<file path="config.mk">
export PLATFORM = sky130hd
export DESIGN_NAME = dsrw_watchdog
export DESIGN_NICKNAME = d
export VERILOG_FILES = /design/src/shared/dsrw_pkg.sv /design/src/design/dsrw_sync.sv /design/src/design/dsrw_watchdog.sv
export SDC_FILE = /design/constraint.sdc
export NUM_CORES = 1
export LEC_CHECK = 0
export ABC_AREA = 0
export BUFFER_PORTS_ARGS = -buffer_cell sky130_fd_sc_hd__buf_4
export CORE_ASPECT_RATIO = 0.5
export CORE_MARGIN = 2
export CORE_UTILIZATION = 55
export CTS_CLUSTER_DIAMETER = 60
export DETAILED_ROUTE_END_ITERATION = 6
export HOLD_SLACK_MARGIN = 0.08
export PLACE_DENSITY = 0.8
export SYNTH_ARGS = -nofsm -noshare
export SYNTH_HDL_FRONTEND = slang
export SYNTH_SLANG_ARGS = --single-unit
</file>
<file path="constraint.sdc">
create_clock -name mclk_in -period 7.66 [get_ports mclk_in]
set_input_delay 0.766 -clock mclk_in [delete_from_list [all_inputs] [get_ports mclk_in]]
set_output_delay 0.766 -clock mclk_in [all_outputs]
set_load 0.01 [all_outputs]
</file>
<file path="src/shared/dsrw_pkg.sv">
/*
  dsrw_pkg: constants and carrier types for the dual supply reset watchdog.
  assumes a single 40 MHz free-running clock.
*/
package dsrw_pkg;
  // ==========================================================
  // timing
  // ==========================================================
  localparam longint CLK_HZ = 40000000;
  localparam longint RESET_TIMEOUT_US = 1120000;
  localparam longint WD_LONG_MS = 35000;
  localparam longint WD_SHORT_MS = 1120;
  localparam longint RESET_TIMEOUT_CYC = (CLK_HZ / 1000000) * RESET_TIMEOUT_US;
  localparam longint WD_LONG_CYC = (CLK_HZ / 1000) * WD_LONG_MS;
  localparam longint WD_SHORT_CYC = (CLK_HZ / 1000) * WD_SHORT_MS;
  localparam int CNT_W = 32;

  // ==========================================================
  // carriers
  // ==========================================================
  typedef struct packed {
    logic primary_uv;
    logic secondary_uv;
    logic aux_uv;
    logic power_fail;
    logic manual_reset_n;
    logic kick;
  } dsrw_inputs_t;

  typedef struct packed {
    logic primary_reset_n;
    logic secondary_reset_n;
    logic power_fail_n;
  } dsrw_outputs_t;
endpackage

</file>
<file path="src/design/dsrw_sync.sv">
/*
  dsrw_sync: three-flop synchroniser, change accepted when stages two and three agree.
  assumes asynchronous inputs and a synchronous active-low reset.
*/
`timescale 1ns/1ps
module dsrw_sync
  import dsrw_pkg::*;
#(
  parameter int W = 6,
  parameter logic [W-1:0] INIT = '0
)
(
  // clock and reset
  input wire logic mclk_in,
  input wire logic rst_n_in,
  // data
  input wire logic [W-1:0] async_in,
  output logic [W-1:0] sync_out
);
  typedef struct packed {
    logic [W-1:0] s1;
    logic [W-1:0] s2;
    logic [W-1:0] s3;
    logic [W-1:0] val;
  } dsrw_sync_st_t;

  dsrw_sync_st_t st_q;
  dsrw_sync_st_t st_d;

  always_comb
  begin
    st_d = st_q;
    st_d.s1 = async_in;
    st_d.s2 = st_q.s1;
    st_d.s3 = st_q.s2;
    for (int i = 0; i < W; i++)
    begin
      if (st_q.s2[i] == st_q.s3[i])
      begin
        st_d.val[i] = st_q.s3[i];
      end
    end
  end

  always_ff @(posedge mclk_in)
  begin
    if (!rst_n_in)
    begin
      st_q <= '{s1: INIT, s2: INIT, s3: INIT, val: INIT};
    end
    else
    begin
      st_q <= st_d;
    end
  end

  assign sync_out = st_q.val;
endmodule // dsrw_sync

</file>
<file path="src/design/dsrw_watchdog.sv">
/*
  dsrw_watchdog: reset stretching and dual-mode watchdog of a supply supervisor.
  assumes comparator flags and pins arrive asynchronously; one free-running clock.
*/
`timescale 1ns/1ps
module dsrw_watchdog
  import dsrw_pkg::*;
#(
  parameter longint RESET_CYC = RESET_TIMEOUT_CYC,
  parameter longint LONG_CYC = WD_LONG_CYC,
  parameter longint SHORT_CYC = WD_SHORT_CYC
)
(
  // clock and reset
  input wire logic mclk_in,
  input wire logic rst_n_in,
  // comparator flags, high means below threshold
  input wire logic primary_uv_in,
  input wire logic secondary_uv_in,
  input wire logic aux_undervoltage_in,
  input wire logic power_fail_sense_in,
  // processor side
  input wire logic manual_reset_n_in,
  input wire logic watchdog_kick_in,
  // outputs
  output logic primary_reset_n_out,
  output logic secondary_reset_n_out,
  output logic power_fail_out_n
);
  // ==========================================================
  // synchronised inputs
  // ==========================================================
  dsrw_inputs_t raw;
  dsrw_inputs_t in_s;

  assign raw = '{primary_uv: primary_uv_in, secondary_uv: secondary_uv_in,
                 aux_uv: aux_undervoltage_in, power_fail: power_fail_sense_in,
                 manual_reset_n: manual_reset_n_in, kick: watchdog_kick_in};

  // undervoltage flags start as faults so both resets come up asserted
  dsrw_sync #(
    .W(6),
    .INIT(6'h3A)
  ) u_sync (
    .mclk_in(mclk_in),
    .rst_n_in(rst_n_in),
    .async_in(raw),
    .sync_out(in_s)
  );

  // ==========================================================
  // state
  // ==========================================================
  typedef struct packed {
    logic [CNT_W-1:0] pri_cnt;
    logic [CNT_W-1:0] sec_cnt;
    logic [CNT_W-1:0] wd_cnt;
    logic wd_short;
    logic kick_prev;
    dsrw_outputs_t outs;
  } dsrw_st_t;

  dsrw_st_t st_q;
  dsrw_st_t st_d;

  localparam logic [CNT_W-1:0] RESET_MAX = CNT_W'(RESET_CYC);
  localparam logic [CNT_W-1:0] LONG_MAX = CNT_W'(LONG_CYC);
  localparam logic [CNT_W-1:0] SHORT_MAX = CNT_W'(SHORT_CYC);

  // counter step used by both stretchers
  function automatic logic [CNT_W-1:0] stretch_next(input logic cause, input logic [CNT_W-1:0] c);
    if (cause)
    begin
      stretch_next = '0;
    end
    else if (c < RESET_MAX)
    begin
      stretch_next = c + CNT_W'(1);
    end
    else
    begin
      stretch_next = c;
    end
  endfunction

  logic sec_cause;
  logic wd_expire;
  logic pri_cause;
  logic kick_edge;

  always_comb
  begin
    st_d = st_q;
    sec_cause = in_s.primary_uv | in_s.secondary_uv | ~in_s.manual_reset_n;
    kick_edge = in_s.kick ^ st_q.kick_prev;
    // timer runs out once it reaches the active period
    wd_expire = st_q.wd_short ? (st_q.wd_cnt >= SHORT_MAX) : (st_q.wd_cnt >= LONG_MAX);
    pri_cause = sec_cause | in_s.aux_uv | wd_expire;
    st_d.kick_prev = in_s.kick;
    st_d.sec_cnt = stretch_next(sec_cause, st_q.sec_cnt);
    st_d.pri_cnt = stretch_next(pri_cause, st_q.pri_cnt);
    if (!st_q.outs.primary_reset_n || pri_cause)
    begin
      // held clear in reset; long mode again afterwards
      st_d.wd_cnt = '0;
      st_d.wd_short = 1'b0;
    end
    else if (kick_edge)
    begin
      st_d.wd_cnt = '0;
      st_d.wd_short = 1'b1;
    end
    else
    begin
      st_d.wd_cnt = st_q.wd_cnt + CNT_W'(1);
    end
    st_d.outs.secondary_reset_n = ~sec_cause && (st_d.sec_cnt >= RESET_MAX);
    st_d.outs.primary_reset_n = ~pri_cause && (st_d.pri_cnt >= RESET_MAX);
    st_d.outs.power_fail_n = ~in_s.power_fail;
  end

  always_ff @(posedge mclk_in)
  begin
    if (!rst_n_in)
    begin
      // power-up: both resets asserted, counters from zero
      st_q <= '{pri_cnt: '0, sec_cnt: '0, wd_cnt: '0, wd_short: 1'b0, kick_prev: 1'b0,
                outs: '{primary_reset_n: 1'b0, secondary_reset_n: 1'b0, power_fail_n: 1'b1}};
    end
    else
    begin
      st_q <= st_d;
    end
  end

  assign primary_reset_n_out = st_q.outs.primary_reset_n;
  assign secondary_reset_n_out = st_q.outs.secondary_reset_n;
  assign power_fail_out_n = st_q.outs.power_fail_n;
endmodule // dsrw_watchdog

</file>
==> summary.txt <==
Status
  – Status: finished, final reports clean

Clocking
  – Clk sink count: 125
  – Clock root buffer: clkbuf_16
  – Post-cts sizing count: 0
  – Register clock-pin slew on the reported worst setup and hold paths: around 0.060 ns
  – Hold Buf Count CTS: 0
  – Worst-Skew Late Latency: between 0.4 and 0.5 ns
  – CTS tree: done
  – Postcts setup bufs: 0
  – H-tree depth: 4
  – CTS Buffer Depth: 2
  – Cts bufs inserted: 17

Pwr
  – Power per cell area: approximately 240 mW/mm²
  – Tot Pwr: approximately 1500 µW
  – Peak VDD IR: 0.1411 mV
  – P_leak: 0.002135 µW

Timing
  – Fmax: 287.3 MHz
  – Crit path time final: approximately 3.5 ns
  – Tcrit/Tclk final: 0.4543
  – Max-slew violation count: 0
  – Setup TNS: 0 ns
  – Worst rel slew slack: 0.2348
  – Final hold violation count: 0
  – Setup skew after layout: roughly 0.014 ns
  – Final Setup Violations: 0
  – RSZ-0062 raised after global routing: no
  – Slew at the pin with the worst max-slew slack: around 1.1 ns

Logic synthesis
  – Post-synth EDFFs: 0
  – Synth Instances: roughly 670
  – Synth Register Bits: 125
  – Ys Warns: 0
  – Post-Synthesis Cell Area: 0.005685 mm²
  – Synth area leader: dfxtp_1
  – Yosys cell types: 63
  – Syn_nets: about 680
  – Sequential cell area fraction in the yosys report: 0.4401
  – Async SR Flop Fraction: 0
  – Mapped Avg Cell Area: roughly 8.5 µm²
  – Synth area leaders: dfxtp_1 (44%), nor2_1 (7.5%), xor2_1 (6.9%), xnor2_1 (4.5%), nand2_1 (3.4%)
  – Top_reg_cell synth: dfxtp_1
  – Synth top area share: 0.4401

Placed design
  – GPL Wtd Cong: 0.9148
  – DP HPWL: approximately 7300 µm
  – Port buffer count: 10

Floorplan
  – Row Count: 26
  – Die Wd: 147.8 µm
  – Core ar.: roughly 0.010 mm²
  – Ports: 11
  – Area of the die: roughly 0.011 mm²
  – Initial Util: 0.5620
  – Die height: about 76 µm

Route
  – Routed WL: ~11000 µm
  – Routed vias: 4640
  – DR iter-0 viols: between 200 and 250
  – Number of remaining DRC errors: 0
  – Routed len/inst: approximately 14 µm
  – Pre-Repair DR Iteration Count: 5
  – Post-DRT Antenna Nets: 0
  – Vias/cell: between 5 and 6

Global routing
  – First-pass GRT wire length: between 15000 and 20000 µm
  – GR Util All Layers: 0.2101
  – Vias in the first global route: 4195
  – Initial antenna violation count: 0
  – Grt total ovfl: 0
  – Largest net degree at the start of global routing: 34

Layout
  – Fill cell count: approximately 790
  – Commonest non-fill, non-tap cell in the layout: dfxtp_1
  – Reg area: between 0.002 and 0.003 mm²
  – Area of the multi-input gates: 0.002998 mm²
  – Layout cell share with drive strength beyond 1: 0.08517
  – Commonest non-fill, non-tap cells in the layout: dfxtp_1 (125), nor2_1 (114), nand2_1 (52)
  – Layout net count: 680
  – Area delta synth->final: 13.67%
  – N_diodes: 0

Min path
  – HP Class: reg -> reg
  – Worst Hold Depth: 1

Critical path
  – CP Launch Type: flip-flop
  – Crit path max fanout: 31
  – Reg2Reg Depth: 7
  – Setup slack, reg-to-reg: between 4 and 5 ns
  – CP endpoint kind: flip-flop
  – Setup CP Type: reg -> reg
  – CP Data Arrival Time: between 3 and 4 ns
  – Crit path required time: around 8.0 ns

Run
  – Max-cap viol count: 0
final cells by class:
cell class / instances / share of cell area
Multi-Input combinational cell: 496 / 0.4639
Timing Repair Buffer: 11 / 0.01278
Clock buffer: 19 / 0.07009
Tap cell: 140 / 0.02711
Sequential cell: 125 / 0.3872
Inverter: 17 / 0.009874
Clock inverter: 13 / 0.02904
per-layer routing:
| metal | global-route usage | wire length (µm) |
|---|---|---|
| met5 | 0 | 0 |
| met1 | 0.2506 | 5270 |
| met2 | 0.3628 | 5382 |
| met3 | 0.06287 | 489 |
| met4 | 0.09402 | 248 |
logic make-up (layout without fill, tap and decap cells):
family,after synthesis,count (layout),share of synthesized area
AND/OR/NAND/NOR,338,338,0.3022
buffers and inverters,48,60,0.03257
flip-flops,125,125,0.4401
XOR/XNOR,75,75,0.1169
adder cells (fa/ha/maj),4,4,0.008803
AO/OA/AOI/OAI,77,77,0.09706
other,1,1,0.0006596
multiplexers,1,1,0.001761
worst max-delay path, stage by stage (launching register included):
cell and delay (ns):
dfxtp_1 0.36, or4_1 0.54, or4_1 0.46, a2111oi_4 0.42, o21ai_4 0.27, inv_2 0.18, nand3_1 0.81, nor2_1 0.34
sequential cells by signal, summed over array words and instances (netlist names):
name / cells
st_q: 98
secondary_reset_n_out: 1
u_sync.sync_out: 6
power_fail_out_n: 1
primary_reset_n_out: 1
u_sync.st_q: 6
u_sync.st_d: 12
metrics by stage:
step | worst slack [ns] | cell area, µm² | hold slack, ns | std cells | util
2_1_floorplan | 5.139 | 5685 | 0.3681 | 669 | -
3_3_place_gp | 4.301 | 5822 | 0.3830 | 789 | 0.5754
3_5_place_dp | 4.140 | 5822 | 0.3980 | 789 | 0.5754
4_1_cts | 4.102 | 6462 | 0.4151 | 821 | 0.6388
5_1_grt | 3.891 | 6462 | 0.4416 | 821 | 0.6388
6_report | 4.180 | 6462 | 0.4090 | 821 | 0.6388
final timing paths:
| kind | endpoint | from |
|---|---|---|
| min reg2reg | power_fail_out_n | u_sync.sync_out[2] |
| min | power_fail_out_n | u_sync.sync_out[2] |
| max | st_q[15] | st_q[32] |
| max reg2reg | st_q[15] | st_q[32] |
power by group:
group	total, µW	switching, µW	internal, µW
combinational	8.71	4.15	4.56
clock	861	298	563
sequential	656	1.75	655
total	1530	304	1220
synth_stat cells, types with 2 or more instances:
cell         n
nor4_1       8
or3_1        4
xnor2_1     29
o31a_1       2
nor3_1      17
nor3b_1      3
dfxtp_1    125
nand2_1     52
or4_4        2
nor2_1     114
nand3b_1     2
inv_1       16
nand4b_1     4
a211oi_1     5
a221o_1      2
a31o_2       3
nor2b_1      2
clkbuf_1    26
or4_1        2
o311ai_0     2
and2_1      16
ha_1         4
o2111ai_1    2
xor2_1      45
a21o_1       4
a21oi_1     14
o21ai_0     16
a41oi_1      2
or2_2        3
a31oi_1      6
nand3_1     36
nand2b_1    13
buf_2        4
o31ai_1      3
and4_1       6
nand4_1     27
o211ai_1     5
and3_1      17
o21a_1       2
(Power assumes the default switching activity.)
